===== config.mk =====
export PLATFORM = sky130hd
export DESIGN_NAME = pcl_lookup
export DESIGN_NICKNAME = d
export VERILOG_FILES = /design/src/verilog/pcl_pkg.sv /design/src/verilog/pcl_lookup.sv /design/src/verilog/pcl_fifo.sv
export SDC_FILE = /design/constraint.sdc
export NUM_CORES = 1
export LEC_CHECK = 0
export ABC_AREA = 1
export BUFFER_PORTS_ARGS = -buffer_cell sky130_fd_sc_hd__buf_2
export CAP_MARGIN = 20
export CORE_MARGIN = 2
export CORE_UTILIZATION = 35
export DETAILED_ROUTE_END_ITERATION = 6
export PLACE_DENSITY = 0.57
export SLEW_MARGIN = 20
export SYNTH_ARGS = -nofsm -noshare
export SYNTH_HDL_FRONTEND = slang
export SYNTH_SLANG_ARGS = --single-unit

===== constraint.sdc =====
create_clock -name core_clk -period 3.5 [get_ports core_clk]
set_clock_uncertainty 0.05 [all_clocks]
set_input_delay 0.35 -clock core_clk [delete_from_list [all_inputs] [get_ports core_clk]]
set_output_delay 0.35 -clock core_clk [all_outputs]
set_load 0.02 [all_outputs]

===== src/verilog/pcl_pkg.sv =====
// Shared constants and types for the playfield colour lookup block
package pcl_pkg;

	// APB register byte addresses
	localparam logic [11:0] PAL_BASE    = 12'h000;
	localparam logic [11:0] PAL_END     = 12'h07c;
	localparam logic [11:0] CTRL_ADDR   = 12'h080;
	localparam logic [11:0] STAT_ADDR   = 12'h084;

	// Palette shape and colour field positions
	localparam int          PAL_N       = 32;
	localparam int          IDX_W       = 5;
	localparam int          RED_LSB     = 8;
	localparam int          GRN_LSB     = 4;
	localparam int          BLU_LSB     = 0;
	localparam logic [11:0] PAL_RST     = 12'h000;

	// Plane counts
	localparam int          PLANES      = 6;
	localparam logic [2:0]  MAX_SINGLE  = 3'h5;
	localparam logic [2:0]  MAX_DUAL    = 3'h6;

	// Line widths and field heights
	localparam logic [9:0]  W_LORES     = 10'h140;
	localparam logic [9:0]  W_HIRES     = 10'h280;
	localparam logic [8:0]  LINES_NTSC  = 9'h106;
	localparam logic [8:0]  LINES_PAL   = 9'h138;
	localparam logic [9:0]  VIS_NTSC    = 10'h0c8;
	localparam logic [9:0]  VIS_PAL     = 10'h100;
	localparam logic [9:0]  VIS_NTSC_IL = 10'h190;
	localparam logic [9:0]  VIS_PAL_IL  = 10'h200;

	// Field rate timing
	localparam int          CLK_HZ      = 200000000;
	localparam int          RATE_NTSC   = 60;
	localparam int          RATE_PAL    = 50;
	localparam int          FIELD_CYC_NTSC = CLK_HZ / RATE_NTSC;
	localparam int          FIELD_CYC_PAL  = CLK_HZ / RATE_PAL;
	localparam int          TMR_W       = 22;

	// Control register, bits 8..0 of the written word
	typedef struct packed {
		logic       ovl_en;
		logic       pal;
		logic       lace;
		logic       hires;
		logic       pf2_pri;
		logic       dual;
		logic [2:0] nplanes;
	} pcl_ctrl_t;
	localparam int          CTRL_W      = 9;
	localparam logic [8:0]  CTRL_RST    = 9'h000;

	// Colour value
	typedef struct packed {
		logic [3:0] r;
		logic [3:0] g;
		logic [3:0] b;
	} pcl_rgb_t;

	// Incoming pixel: plane bits plus overlay video
	typedef struct packed {
		logic [5:0] planes;
		pcl_rgb_t   ovl;
	} pcl_pix_t;
	localparam int          PIX_W       = 18;
	localparam int          FIFO_D      = 4;

endpackage : pcl_pkg


===== src/verilog/pcl_lookup.sv =====
// Playfield colour lookup: APB palette, plane indexing, beam timing
//
// Behaviour
// - Index built from enabled plane bits, highest plane most significant.
// - Index selects one of 32 palette registers; its colour is output.
// - Single playfield uses zero to five planes, one to 32 colours.
// - Palette entry holds red 11:8, green 7:4, blue 3:0; top unused.
// - Entry zero is background, also shown in the border outside window.
// - Overlay video replaces every background-coloured pixel when enabled.
// - Dual playfield: two three-plane fields, each with its own 8 colours.
// - Line is 320 pixels in low resolution, 640 in high resolution.
// - Field has 262 lines, 200 visible NTSC; 312, 256 visible PAL.
// - Field repeats about every 1/60 s NTSC, 1/50 s PAL.
// - Interlace doubles visible lines to 400 NTSC and 512 PAL.
// - Resolution and interlace choices are independent, any combination.
// - Palette is write-only; reads return zero, not the stored colour.
`timescale 1ns/1ps
`default_nettype none
module pcl_lookup #(
	parameter int unsigned FIELD_CYC_NTSC = pcl_pkg::FIELD_CYC_NTSC,
	parameter int unsigned FIELD_CYC_PAL  = pcl_pkg::FIELD_CYC_PAL
) (
	input  wire logic             core_clk,
	input  wire logic             arst_n,
	input  wire logic             psel,
	input  wire logic             penable,
	input  wire logic             pwrite,
	input  wire logic [11:0]      paddr,
	input  wire logic [31:0]      pwdata,
	output logic [31:0]           prdata,
	output logic                  pready,
	output logic                  pslverr,
	input  wire pcl_pkg::pcl_pix_t pix_in,
	input  wire logic             pix_in_valid,
	output logic                  pix_in_ready,
	output pcl_pkg::pcl_rgb_t     pix_out,
	output logic                  pix_out_valid,
	input  wire logic             pix_out_ready,
	output logic                  pix_out_border,
	output logic                  field_tick
);
	localparam int TW = pcl_pkg::TMR_W;

	pcl_pkg::pcl_ctrl_t ctrl;
	logic [11:0]        pal [pcl_pkg::PAL_N];
	pcl_pkg::pcl_pix_t  f_dat;
	logic               f_valid;
	logic               f_ready;
	logic               take;
	logic               wr_en;
	logic               hit_pal;
	logic               hit_ctrl;
	logic               hit_stat;
	logic [9:0]         x;
	logic [8:0]         line;
	logic               field_par;
	logic [9:0]         width;
	logic [8:0]         lines;
	logic [9:0]         vis_lim;
	logic [9:0]         vrow;
	logic               vis;
	logic               line_end;
	logic               field_end;
	logic [2:0]         np_eff;
	logic [5:0]         pmask;
	logic [5:0]         pl;
	logic [2:0]         pf1;
	logic [2:0]         pf2;
	logic [4:0]         lk_index;
	pcl_pkg::pcl_rgb_t  next_rgb;
	logic [TW-1:0]      tmr;

	// Pixel FIFO; its ready goes straight back to the source
	pcl_fifo #(
		.W (pcl_pkg::PIX_W),
		.D (pcl_pkg::FIFO_D)
	) u_fifo (
		.clk       (core_clk),
		.arst_n    (arst_n),
		.in_data   (pix_in),
		.in_valid  (pix_in_valid),
		.in_ready  (pix_in_ready),
		.out_data  (f_dat),
		.out_valid (f_valid),
		.out_ready (f_ready)
	);

	// Output stage drains the FIFO only when it has room
	assign f_ready = !pix_out_valid || pix_out_ready;
	assign take    = f_valid && f_ready;

	// APB decode
	assign hit_pal  = paddr <= pcl_pkg::PAL_END && paddr[1:0] == 2'h0;
	assign hit_ctrl = paddr == pcl_pkg::CTRL_ADDR;
	assign hit_stat = paddr == pcl_pkg::STAT_ADDR;
	assign wr_en    = psel && penable && pready && pwrite;

	// Zero-wait answer: ready rises for the access cycle only
	always_ff @(posedge core_clk or negedge arst_n)
		if (!arst_n)
		begin
			pready  <= 1'b0;
			pslverr <= 1'b0;
			prdata  <= '0;
		end
		else
		begin
			pready  <= psel && !penable;
			pslverr <= psel && !penable
				&& !(hit_pal || hit_ctrl || hit_stat);
			prdata  <= '0; // Palette reads stay zero
			if (psel && !penable && !pwrite && hit_ctrl)
				prdata <= {23'h0, ctrl};
			else if (psel && !penable && !pwrite && hit_stat)
				prdata <= {12'h0, field_par, line, x};
		end

	// Control register; modes are free to combine
	always_ff @(posedge core_clk or negedge arst_n)
		if (!arst_n)
			ctrl <= pcl_pkg::CTRL_RST;
		else if (wr_en && hit_ctrl)
			ctrl <= pwdata[pcl_pkg::CTRL_W-1:0];

	// Palette; upper twenty written bits are dropped
	for (genvar i = 0; i < pcl_pkg::PAL_N; i++)
	begin : g_pal
		always_ff @(posedge core_clk or negedge arst_n)
			if (!arst_n)
				pal[i] <= pcl_pkg::PAL_RST;
			else if (wr_en && hit_pal && paddr[6:2] == 5'(i))
				pal[i] <= pwdata[11:0];
	end

	// Beam geometry from resolution and standard
	assign width   = ctrl.hires ? pcl_pkg::W_HIRES : pcl_pkg::W_LORES;
	assign lines   = ctrl.pal ? pcl_pkg::LINES_PAL : pcl_pkg::LINES_NTSC;
	always_comb
	begin
		if (ctrl.lace)
			vis_lim = ctrl.pal ? pcl_pkg::VIS_PAL_IL : pcl_pkg::VIS_NTSC_IL;
		else
			vis_lim = ctrl.pal ? pcl_pkg::VIS_PAL : pcl_pkg::VIS_NTSC;
	end
	// Interlace counts rows of both fields together
	assign vrow      = ctrl.lace ? {line, field_par} : {1'b0, line};
	assign vis       = vrow < vis_lim;
	assign line_end  = x >= width - 10'h001;
	assign field_end = line_end && line >= lines - 9'h001;

	// Beam position advances once per pixel handed on
	always_ff @(posedge core_clk or negedge arst_n)
		if (!arst_n)
		begin
			x         <= '0;
			line      <= '0;
			field_par <= 1'b0;
		end
		else if (take)
		begin
			x <= line_end ? 10'h000 : x + 10'h001;
			if (line_end)
				line <= field_end ? 9'h000 : line + 9'h001;
			if (field_end)
				field_par <= ctrl.lace ? !field_par : 1'b0;
		end

	// Field period timer; long counts shortened by parameter
	always_ff @(posedge core_clk or negedge arst_n)
		if (!arst_n)
		begin
			tmr        <= '0;
			field_tick <= 1'b0;
		end
		else
		begin
			field_tick <= tmr == '0;
			if (tmr == '0)
				tmr <= ctrl.pal ? TW'(FIELD_CYC_PAL - 1)
					: TW'(FIELD_CYC_NTSC - 1);
			else
				tmr <= tmr - TW'(1);
		end

	// Plane limit: five single, six dual
	always_comb
	begin
		if (ctrl.dual)
			np_eff = ctrl.nplanes > pcl_pkg::MAX_DUAL
				? pcl_pkg::MAX_DUAL : ctrl.nplanes;
		else
			np_eff = ctrl.nplanes > pcl_pkg::MAX_SINGLE
				? pcl_pkg::MAX_SINGLE : ctrl.nplanes;
	end

	// Disabled planes read as zero
	for (genvar p = 0; p < pcl_pkg::PLANES; p++)
	begin : g_mask
		assign pmask[p] = 3'(p) < np_eff;
	end
	assign pl  = f_dat.planes & pmask;
	// Odd planes feed field one, even planes field two
	assign pf1 = {pl[4], pl[2], pl[0]};
	assign pf2 = {pl[5], pl[3], pl[1]};

	// Index forming and colour selection
	always_comb
	begin
		if (!vis)
			lk_index = 5'h00; // Border shows background
		else if (!ctrl.dual)
			lk_index = pl[4:0]; // Plane 5 is the top bit
		else if (ctrl.pf2_pri && pf2 != 3'h0)
			lk_index = {2'h1, pf2};
		else if (pf1 != 3'h0)
			lk_index = {2'h0, pf1};
		else if (pf2 != 3'h0)
			lk_index = {2'h1, pf2};
		else
			lk_index = 5'h00;
		next_rgb = pal[lk_index];
		if (ctrl.ovl_en && lk_index == 5'h00)
			next_rgb = f_dat.ovl;
	end

	// Registered output pixel
	always_ff @(posedge core_clk or negedge arst_n)
		if (!arst_n)
		begin
			pix_out        <= '0;
			pix_out_valid  <= 1'b0;
			pix_out_border <= 1'b0;
		end
		else if (f_ready)
		begin
			pix_out_valid <= f_valid;
			if (take)
			begin
				pix_out        <= next_rgb;
				pix_out_border <= !vis;
			end
		end
endmodule : pcl_lookup
`default_nettype wire


===== src/verilog/pcl_fifo.sv =====
// Shift-register FIFO, head entry is read straight from a register
`timescale 1ns/1ps
`default_nettype none
module pcl_fifo #(
	parameter int W = 18,
	parameter int D = 4
) (
	input  wire logic         clk,
	input  wire logic         arst_n,
	input  wire logic [W-1:0] in_data,
	input  wire logic         in_valid,
	output logic              in_ready,
	output logic [W-1:0]      out_data,
	output logic              out_valid,
	input  wire logic         out_ready
);
	localparam int CW = $clog2(D + 1);

	logic [W-1:0]  q [D];
	logic [CW-1:0] cnt;
	logic [CW-1:0] next_cnt;
	logic [CW-1:0] wr_pos;
	logic          push;
	logic          pop;

	// Handshakes; a pop frees a slot, so write one lower
	assign push     = in_valid && in_ready;
	assign pop      = out_valid && out_ready;
	assign wr_pos   = pop ? cnt - CW'(1) : cnt;
	assign next_cnt = cnt + CW'(push) - CW'(pop);
	assign out_data = q[0];

	// Fill level and registered flags
	always_ff @(posedge clk or negedge arst_n)
		if (!arst_n)
		begin
			cnt       <= '0;
			in_ready  <= 1'b0;
			out_valid <= 1'b0;
		end
		else
		begin
			cnt       <= next_cnt;
			in_ready  <= next_cnt < CW'(D);
			out_valid <= next_cnt != '0;
		end

	// Entries shift toward the head on each pop
	for (genvar i = 0; i < D; i++)
	begin : g_ent
		always_ff @(posedge clk or negedge arst_n)
			if (!arst_n)
				q[i] <= '0;
			else if (push && wr_pos == CW'(i))
				q[i] <= in_data;
			else if (pop)
				q[i] <= (i < D - 1) ? q[(i < D - 1) ? i + 1 : i] : q[i];
	end
endmodule : pcl_fifo
`default_nettype wire


# After elaboration in Yosys (flattened, before gate mapping)
# Index checks and enable logic that the tools add are counted.
# op_classes
add_sub_neg	8
n_mul	0
n_div	0
order_cmp	14
eq_ne	36
shifts	0
muxes	32
bitwise_logic	2
n_reduce_logical	75
# op_table
operator	n
$mux W18	6
$eq A5 B5 Y1 const B	16
$bmux W12 S5	1
$logic_and A1 B1 Y1	52
$mux W10	5
$eq A5 B4 Y1 const B	8
$mux W20	2
$mux W12	3
$mux W32	1
$eq A12 B8 Y1 const B	2
$logic_not A22 Y1	1
$mux W22	1
$sub A22 B1 Y22 const B	1
$eq A5 B3 Y1 const B	4
$mux W9	2
$le A12 B7 Y1 const B	1
$mux W3	4
$mux W4	3
$add A10 B1 Y10 const B	1
$eq A5 B2 Y1 const B	2
$ge A10 B10 Y1	1
$logic_not A5 Y1	2
$lt A10 B10 Y1	1
$mux W5	2
other kinds (27)	45
# word_totals
reg_bits	561
latchBits	0
mem_bits_rw	0
mem_bits_ro	0
inputBits	69
out_inout_bits	50
word_cells	226
mem_count	0

# Longest topological paths before layout
# Gate-level depths: netlist of the first run.
# logic_depth
depth_word	16
mapped_depth	22
mapped_depth_nobuf	21

# Hierarchy
# Synthesis of the first run repeated with hierarchy kept, for this count alone.
# hier_totals
cells_unflattened	3562
hier_area_um2	27442.6
# by_module_without_submodules
mod	instances	cells_each	area_per_inst_um2	seq_area_each_um2
pcl_lookup	1	3006	23227.3	11811.3
pcl_fifo	1	556	4215.3	1926.8

# Worst setup path before layout of the first run
# OpenSTA, ideal clock, no wires.
# synth_path
path_type	register -> register
startpoint	register ctrl[6] (netlist name)
endpoint	register pix_out[1] (netlist name)
setup_time_ns	0.122
arrival_ns	2.523
required_ns	3.328
setup_slack_ns	0.805
path_stages_with_launch	19
n_path_buf	3
synth_period_minus_slack_ns	2.695
cell_sequence	dfrtp_1 clkbuf_1 o21ai_0 ha_1 a21oi_1 o21a_1 nand2_2 inv_2 buf_4 clkbuf_1 nand3_1 nand3_1 nand2_1 nand2_1 nand2_1 nor2_1 nand2_1 nand3_1 a21oi_1
# synth_via
elab_chain_cells	8
elab_cells_between_ends	11
cone_classes	order compare: 1; mux: 7; bitwise: 1; reduce/logical: 2
# synth_lines
element	line	text
start, declared	pcl_lookup.sv:44	pcl_pkg::pcl_ctrl_t ctrl;
start signal, assigned	pcl_lookup.sv:121	ctrl <= pcl_pkg::CTRL_RST;
start signal, assigned	pcl_lookup.sv:123	ctrl <= pwdata[pcl_pkg::CTRL_W-1:0];
$mux W10, on equally long branches	pcl_lookup.sv:146, pcl_lookup.sv:140	
$lt A10 B10 Y1 (*)	pcl_lookup.sv:147	assign vis = vrow < vis_lim;
$mux W5 (*)	pcl_lookup.sv:209	if (!vis)
$not A5 Y6 (not written as such)	pcl_lookup.sv:221	next_rgb = pal[lk_index];
$bmux W12 S5	pcl_lookup.sv:221	
$mux W12 (not written as such) (2 in a row)	pcl_lookup.sv:221	
$mux W12 (*)	pcl_lookup.sv:222	if (ctrl.ovl_en && lk_index == 5'h00)
end signal, assigned	pcl_lookup.sv:239	pix_out <= next_rgb;
end, declared	pcl_lookup.sv:36	output pcl_pkg::pcl_rgb_t pix_out,
# Every way passes the cells marked *; elsewhere a longest branch is shown, timed or not. The select of a mux whose other input is x is not followed.
# A chain may end at the register's enable or synchronous reset.

# Worst setup path after layout of the first run
# layout_path
startpoint	register ctrl[7] (netlist name)
endpoint	register pix_out[10] (netlist name)
# layout_via
elab_chain_cells	9
elab_cells_between_ends	12
cone_classes	order compare: 1; mux: 8; bitwise: 1; reduce/logical: 2
# layout_lines
element	line	text
$mux W9 or $mux W10 (tied branches)	pcl_lookup.sv:143, pcl_lookup.sv:141	
$mux W10 (*)	pcl_lookup.sv:140	if (ctrl.lace)
$lt A10 B10 Y1 (*)	pcl_lookup.sv:147	
$mux W5 (*)	pcl_lookup.sv:209	
$not A5 Y6 (not written as such)	pcl_lookup.sv:221	
$bmux W12 S5	pcl_lookup.sv:221	
$mux W12 (not written as such) (2 in a row)	pcl_lookup.sv:221	
$mux W12 (*)	pcl_lookup.sv:222	
# Marks and branches as above.

==> key figures, run 1 <==
Routing
  – Post-route DRC: 0
  – DRT Pass-1 Iters: 6
  – Mean number of vias per cell: 5.10
  – DR iter-0 viols: 1937
  – Total wire length: 76800 um
  – DR WL/cell: 17.9 um
  – Via Count: 21907
  – ANT nets after route: 0

Synthesis
  – Yosys top cell by area: dfrtp_1
  – Seq/Total Area, Yosys: 51.9%
  – Synth warn: 0
  – Top-count cell post-synth: nand2_1
  – Synthesized flop and latch total: 549
  – Mapped Area: 0.0265 mm^2
  – Average cell area after synthesis: 8.08 um^2
  – Post-synth top area share: 51.9%
  – Fraction of registers with async set/reset: 100%
  – Mapped Cells: 3280
  – Synth top cells by count: 849 x nand2_1, 549 x dfrtp_1, 436 x nand3_1, 436 x o21ai_0, 229 x inv_1
  – Top_reg_cell synth: dfrtp_1
  – Synth top area cells: dfrtp_1 52%, nand2_1 12%, nand3_1 8.2%
  – Post-synth EDFFs: 0
  – Distinct cells, synth: 44

Placement
  – Hpwl dp: 47100 um
  – PortBufs: 86
  – DP Worst Slack: 0.134 ns
  – Final GP Congestion: 0.814
  – Placed cells: 4170

Floorplanning
  – Starting Density: 35.5%
  – Die H: 279 um
  – Die ar.: 0.0779 mm^2
  – Num rows: 100
  – Die width: 279 um
  – Core Area: 0.0747 mm^2
  – Num ports: 119

Power
  – Leakage: 14.0 nW
  – Clock network power share: 43.2%
  – Sw Pwr: 4.04 mW
  – Sw frac: 26.4%
  – Reg power frac: 46.0%
  – Worst vdd rail ir drop: 0.473 mV
  – Pwr/cell area: 508 mW/mm^2
  – Combinational Power Share: 10.8%
  – Internal Pwr Total: 11.3 mW

Timing
  – Final setup TNS: 0 ns
  – Fmax: 0.303 GHz
  – Crit share post-route: 94.4%
  – Worst-Margin Slew: 1.06 ns
  – Hold Vio Cnt, Final: 0
  – Setup WS post-layout: 0.196 ns
  – Final min period: 3.30 ns
  – Final Max Slew Viols: 0
  – RSZ-0062 raised after global routing: false
  – Slew Limit Headroom: 29.5%
  – # setup viols final: 0

Worst setup path
  – WS Path Type: reg2reg
  – WP data required: 3.95 ns
  – Crit-path cells: inv_1 > ha_1 > inv_1 > ha_1 > nand2_1 > o21a_1 > nand3b_1 > a21oi_4 > inv_2 > buf_12 > buf_4 > nand2_1 > nor2_1 > nor2_1 > nor2_1 > nand2_1 > nand3_1 > a21oi_1
  – R2R Path End: pix_out[10]$_DFFE_PN0P_
  – CP Launch Type: flip-flop
  – CP delay by family, top: simple AND/OR/NAND/NOR gates
  – Cell depth of the worst setup path: 18
  – CP Buf/Inv Count: 5
  – Crit path to: pix_out[10]$_DFFE_PN0P_
  – R2R Path Start: ctrl[7]$_DFFE_PN0P_
  – Worst-path maximum fanout: 44
  – Slowest cell delay on critical path: 0.41 ns
  – R2R depth: 18
  – Worst EP arrival: 3.75 ns
  – Crit end category: flip-flop
  – Crit-path slowest cell: dfrtp_1
  – CP startpoint: ctrl[7]$_DFFE_PN0P_
  – FF-to-FF setup slack: 0.20 ns

Clock tree
  – CTS tree: yes
  – Clock Sinks: 549
  – Setup bufs post-CTS: 0
  – Clock Pin Slew Worst Setup and Hold Paths: 0.06 ns
  – Root Buffer: clkbuf_16
  – Clk Latency, worst-skew pair: 0.65 ns
  – H-Tree Depth: 2
  – Max Root-Sink Buffers: 3
  – CTS Buf Count: 60

Global routing
  – Initial antenna violation count: 2
  – Total grt overflow: 0
  – Largest net degree at the start of global routing: 96
  – GRT Total Usage: 19.7%
  – Global-route wire length before repair: 122000 um
  – Vias in the first global route: 20946

Layout
  – Synth-to-Final Area Change: 13.8%
  – Nets: 3368
  – Layout Cells excl Fill: 4294
  – Fraction of layout cells with a size suffix above 1: 9.45%
  – Post-layout util: 40.4%

Status
  – Outcome: complete, no violations

Hold path
  – Type of the most critical hold path: in2reg

Run
  – Max Cap Viol: 0
-- worst min-delay path: stages --
cell	delay, ns
buf_2	0.09
inv_1	0.08
o211ai_1	0.17
-- layout make-up --
class / count / area [um^2]
fillers: 7622 / 44600
clock buffers: 93 / 1860
clock inverters: 15 / 216
inverters: 239 / 902
well taps: 969 / 1210
repair buffers: 176 / 1430
multi-input cells: 2252 / 10800
diodes: 1 / 2.50
flip-flops and latches: 549 / 13700
-- power groups by stage --
stage	clock, mW	combinational (mW)	sequential (mW)
after floorplan	0	1.07	7.16
after global placement	0	1.64	7.14
after detailed placement	0	1.68	7.15
after CTS	6.74	1.69	7.04
after global routing	7.02	1.92	7.09
final	6.61	1.66	7.04
-- what timing repair did --
item,in CTS,in global routing
endpoints found under the hold margin,76,0
resized for setup,0,9
hold buffers,13,0
setup endpoints to repair,0,9
-- worst min path at each step --
stage / from / end / depth (start not counted)
final: pix_in[15] / u_fifo.out_data[15]$_DFFE_PN0P_ / 3
after global routing: pix_in[15] / u_fifo.out_data[15]$_DFFE_PN0P_ / 3
after CTS: pix_in[9] / u_fifo.q[45]$_DFFE_PN0P_ / 3
after detailed placement: arst_n / pal[132]$_DFFE_PN0P_ / 1
after global placement: arst_n / pal[127]$_DFFE_PN0P_ / 1
after floorplan: arst_n / ctrl[0]$_DFFE_PN0P_ / 0
-- placed cells by master, fill, tap and decap left out, types with 6 or more instances in the layout --
cell type      netlist  routed
a21oi_1             60      60
buf_12               0      16
buf_2               55      85
buf_4               31      56
clkbuf_1           154      11
clkbuf_16            0      63
clkbuf_8             0      21
clkinv_2             0       7
conb_1               1      12
dfrtp_1            549     548
dlygate4sd3_1        0      13
ha_1                20      20
inv_1              229     229
inv_2                8       7
nand2_1            849     848
nand3_1            436     436
nand3b_1            71      71
nor2_1             149     145
nor3_1              31      31
o211ai_1            67      67
o21ai_0            436     435
o21ai_1             31      32
o32ai_1              7       7
or2_0                6       6
or2_2               26      26
xnor2_1              7       7
xor2_1              10      10
-- stage by stage --
stage / instance area (um^2) / power (mW) / hold WS [ns]
after floorplan: 26500 / 8.23 / 0.00441
after global placement: 27900 / 8.79 / 0.301
after detailed placement: 27900 / 8.83 / 0.296
after CTS: 30100 / 15.5 / 0.000640
after global routing: 30100 / 16.0 / 0.0281
final: 30100 / 15.3 / 0.0284
-- kinds of logic (layout without fill, tap and decap cells) --
logic type | after synthesis | count (layout) | share of synthesized area (%)
flip-flops | 549 | 549 | 51.9
AO/OA/AOI/OAI | 611 | 611 | 12.4
other | 1 | 13 | 0.0142
XOR/XNOR | 17 | 17 | 0.562
buffers and inverters | 490 | 523 | 7.75
adder cells (fa/ha/maj) | 21 | 21 | 1.02
AND/OR/NAND/NOR | 1591 | 1591 | 26.4
-- registers in the layout (all words and copies together), names as in the netlist --
signal / count
pal: 384
u_fifo.q: 54
tmr: 22
prdata: 20
u_fifo.out_data: 18
pix_out: 12
x: 10
ctrl: 9
line: 9
u_fifo.cnt: 3
field_par: 1
field_tick: 1
pix_out_border: 1
pix_out_valid: 1
pready: 1
pslverr: 1
u_fifo.in_ready: 1
u_fifo.out_valid: 1
-- routing by layer --
layer | part of all wire [%] | wire, um | GRT usage (%)
met1 | 46 | 35200 | 27.3
met2 | 47 | 36100 | 32.2
met3 | 4.4 | 3370 | 2.25
met4 | 2.8 | 2110 | 6.07
met5 | 0 | 0 | 0
(Power assumes the default switching activity.)
==> run 2, diff against run 1 <==
==> constraint.sdc (replaced) <==
create_clock -name core_clk -period 4.09 [get_ports core_clk]
set_clock_uncertainty 0.05 [all_clocks]
set_input_delay 0.409 -clock core_clk [delete_from_list [all_inputs] [get_ports core_clk]]
set_output_delay 0.409 -clock core_clk [all_outputs]
set_load 0.02 [all_outputs]
==> key figures, run 2 (synthesized netlist as in run 1, its figures left out) <==
Routing
  – DR iter-0 viols: 1720
  – DR WL/cell: 17.6 um
  – Mean number of vias per cell: 5.10
  – DRT Pass-1 Iters: 5
  – Total wire length: 75000 um
  – Via Count: 21728
  – ANT nets after route: 0
  – Post-route DRC: 0

Placement
  – Final GP Congestion: 0.830
  – Placed cells: 4148
  – Hpwl dp: 45300 um
  – PortBufs: 86

Hold path
  – Hold path start: paddr[7]
  – Type of the most critical hold path: in2reg
  – Hold depth: 3
  – WHS Endpoint: pslverr$_DFF_PN0_

Worst setup path
  – CP Launch Type: flip-flop
  – Worst EP arrival: 4.11 ns
  – R2R Path End: pix_out[7]$_DFFE_PN0P_
  – FF-to-FF setup slack: 0.49 ns
  – R2R depth: 16
  – WP data required: 4.60 ns
  – CP startpoint: ctrl[7]$_DFFE_PN0P_
  – Crit end category: flip-flop
  – WS Path Type: reg2reg
  – R2R Path Start: ctrl[7]$_DFFE_PN0P_
  – Worst-path maximum fanout: 65

Layout
  – Largest registers: pal (384), u_fifo.q (54), tmr (22)
  – Fraction of layout cells with a size suffix above 1: 8.38%
  – Antenna diode instance count: 0
  – Nets: 3336
  – FF+latch area: 0.0137 mm^2
  – Fill cells: 7698
  – Synth-to-Final Area Change: 11.7%
  – Commonest non-fill, non-tap cells in the layout: 847 x nand2_1, 549 x dfrtp_1, 436 x o21ai_0, 436 x nand3_1, 229 x inv_1
  – Top reg by flops: pal
  – Multi-input logic area: 0.0108 mm^2
  – Largest register FFs: 384
  – Commonest non-fill, non-tap cell in the layout: nand2_1
  – Layout Cells excl Fill: 4262

Floorplanning
  – Num rows: 100
  – Core Area: 0.0747 mm^2
  – Num ports: 119
  – Die H: 279 um
  – Die ar.: 0.0779 mm^2
  – Die width: 279 um
  – Starting Density: 35.5%

Global routing
  – Total grt overflow: 0
  – GRT Total Usage: 19.3%
  – Initial antenna violation count: 3
  – Largest net degree at the start of global routing: 138
  – Global-route wire length before repair: 120000 um
  – Vias in the first global route: 20840

Timing
  – Final setup TNS: 0 ns
  – Slew Limit Headroom: 31.9%
  – Final Max Slew Viols: 0
  – RSZ-0062 raised after global routing: false
  – Crit share post-route: 88.0%
  – Final min period: 3.60 ns
  – Fmax: 0.278 GHz
  – # setup viols final: 0
  – Hold Vio Cnt, Final: 0
  – Worst-Margin Slew: 1.02 ns

Power
  – Leakage: 13.7 nW
  – Pwr/cell area: 431 mW/mm^2
  – Final Power: 12.7 mW
  – Worst vdd rail ir drop: 0.344 mV

Clock tree
  – Post-CTS Resized: 0
  – Max Root-Sink Buffers: 3
  – H-Tree Depth: 2
  – CTS Buf Count: 61
  – Clock Pin Slew Worst Setup and Hold Paths: 0.06 ns
  – Clock Sinks: 549
  – CTS tree: yes
  – Hold Buf Count CTS: 4
  – Root Buffer: clkbuf_16
  – Clk Latency, worst-skew pair: 0.65 ns
  – Setup bufs post-CTS: 0

Status
  – Outcome: complete, no violations

Run
  – Max Cap Viol: 0
==> run 2: cell count changes in the layout (fill, tap and decap cells not counted), sizes merged <==
cell and delta:
buf -22, dlygate4sd3 -9, bufinv -3, clkinv +3, clkinvlp -2, clkbuf +1
diode -1, inv +1
==> run 2: how the worst max path moves through the flow <==
| stage | to | slack [ns] |
|---|---|---|
| 2_1_floorplan | pix_out[1]$_DFFE_PN0P_ | 1.39 |
| 3_3_place_gp | pix_out[6]$_DFFE_PN0P_ | 0.53 |
| 3_5_place_dp | pix_out[11]$_DFFE_PN0P_ | 0.50 |
| 4_1_cts | pix_out[11]$_DFFE_PN0P_ | 0.46 |
| 5_1_grt | pix_out[4]$_DFFE_PN0P_ | 0.18 |
| 6_report | pix_out[7]$_DFFE_PN0P_ | 0.49 |
==> run 2: critical path: stages (launching register included) <==
cell and delay (ns):
dfrtp_1 0.42, inv_1 0.19, ha_1 0.32, inv_1 0.04, ha_1 0.26, nand2_1 0.06
o21a_1 0.21, nand2_2 0.15, inv_6 0.13, nand2_4 0.23, buf_12 0.31, inv_2 0.11
nor2_1 0.14, nand3_2 0.21, inv_2 0.32, a21oi_1 0.12, a21oi_1 0.18
==> run 2: per-layer routing <==
layer  GRT usage (%)  wire [um]  part of all wire, %
met1            26.5      34700                   46
met2            31.3      34600                   46
met3            2.86       3270                  4.4
met4            6.56       2380                  3.2
met5               0          0                    0
==> run 2: where the power goes <==
group / total, mW / switching (mW) / leakage (nW) / internal [mW]
Clock: 5.31 / 2.29 / 0.941 / 3.03
Sequential: 6.04 / 0.221 / 7.50 / 5.82
Combinational: 1.40 / 0.934 / 5.30 / 0.465
==> run 2: stage by stage <==
stage / util [%] / hold slack [ns] / instance area, um^2 / setup WS [ns]
floorplan: - / 0.0634 / 26500 / 1.39
global placement: 37.0 / 0.370 / 27700 / 0.529
detailed placement: 37.0 / 0.370 / 27700 / 0.497
CTS: 39.6 / 0.0210 / 29600 / 0.460
global route: 39.6 / 0.0614 / 29600 / 0.180
finish: 39.6 / 0.0561 / 29600 / 0.491
==> run 2: area by class of cell <==
cell class                      instances  area share (%)
Clock inverter                         14           0.456
Timing Repair Buffer                  143            3.60
Sequential cell                       549            46.4
Tap cell                              969            4.09
Clock buffer                           96            6.00
Multi-Input combinational cell       2252            36.4
Inverter                              239            3.05
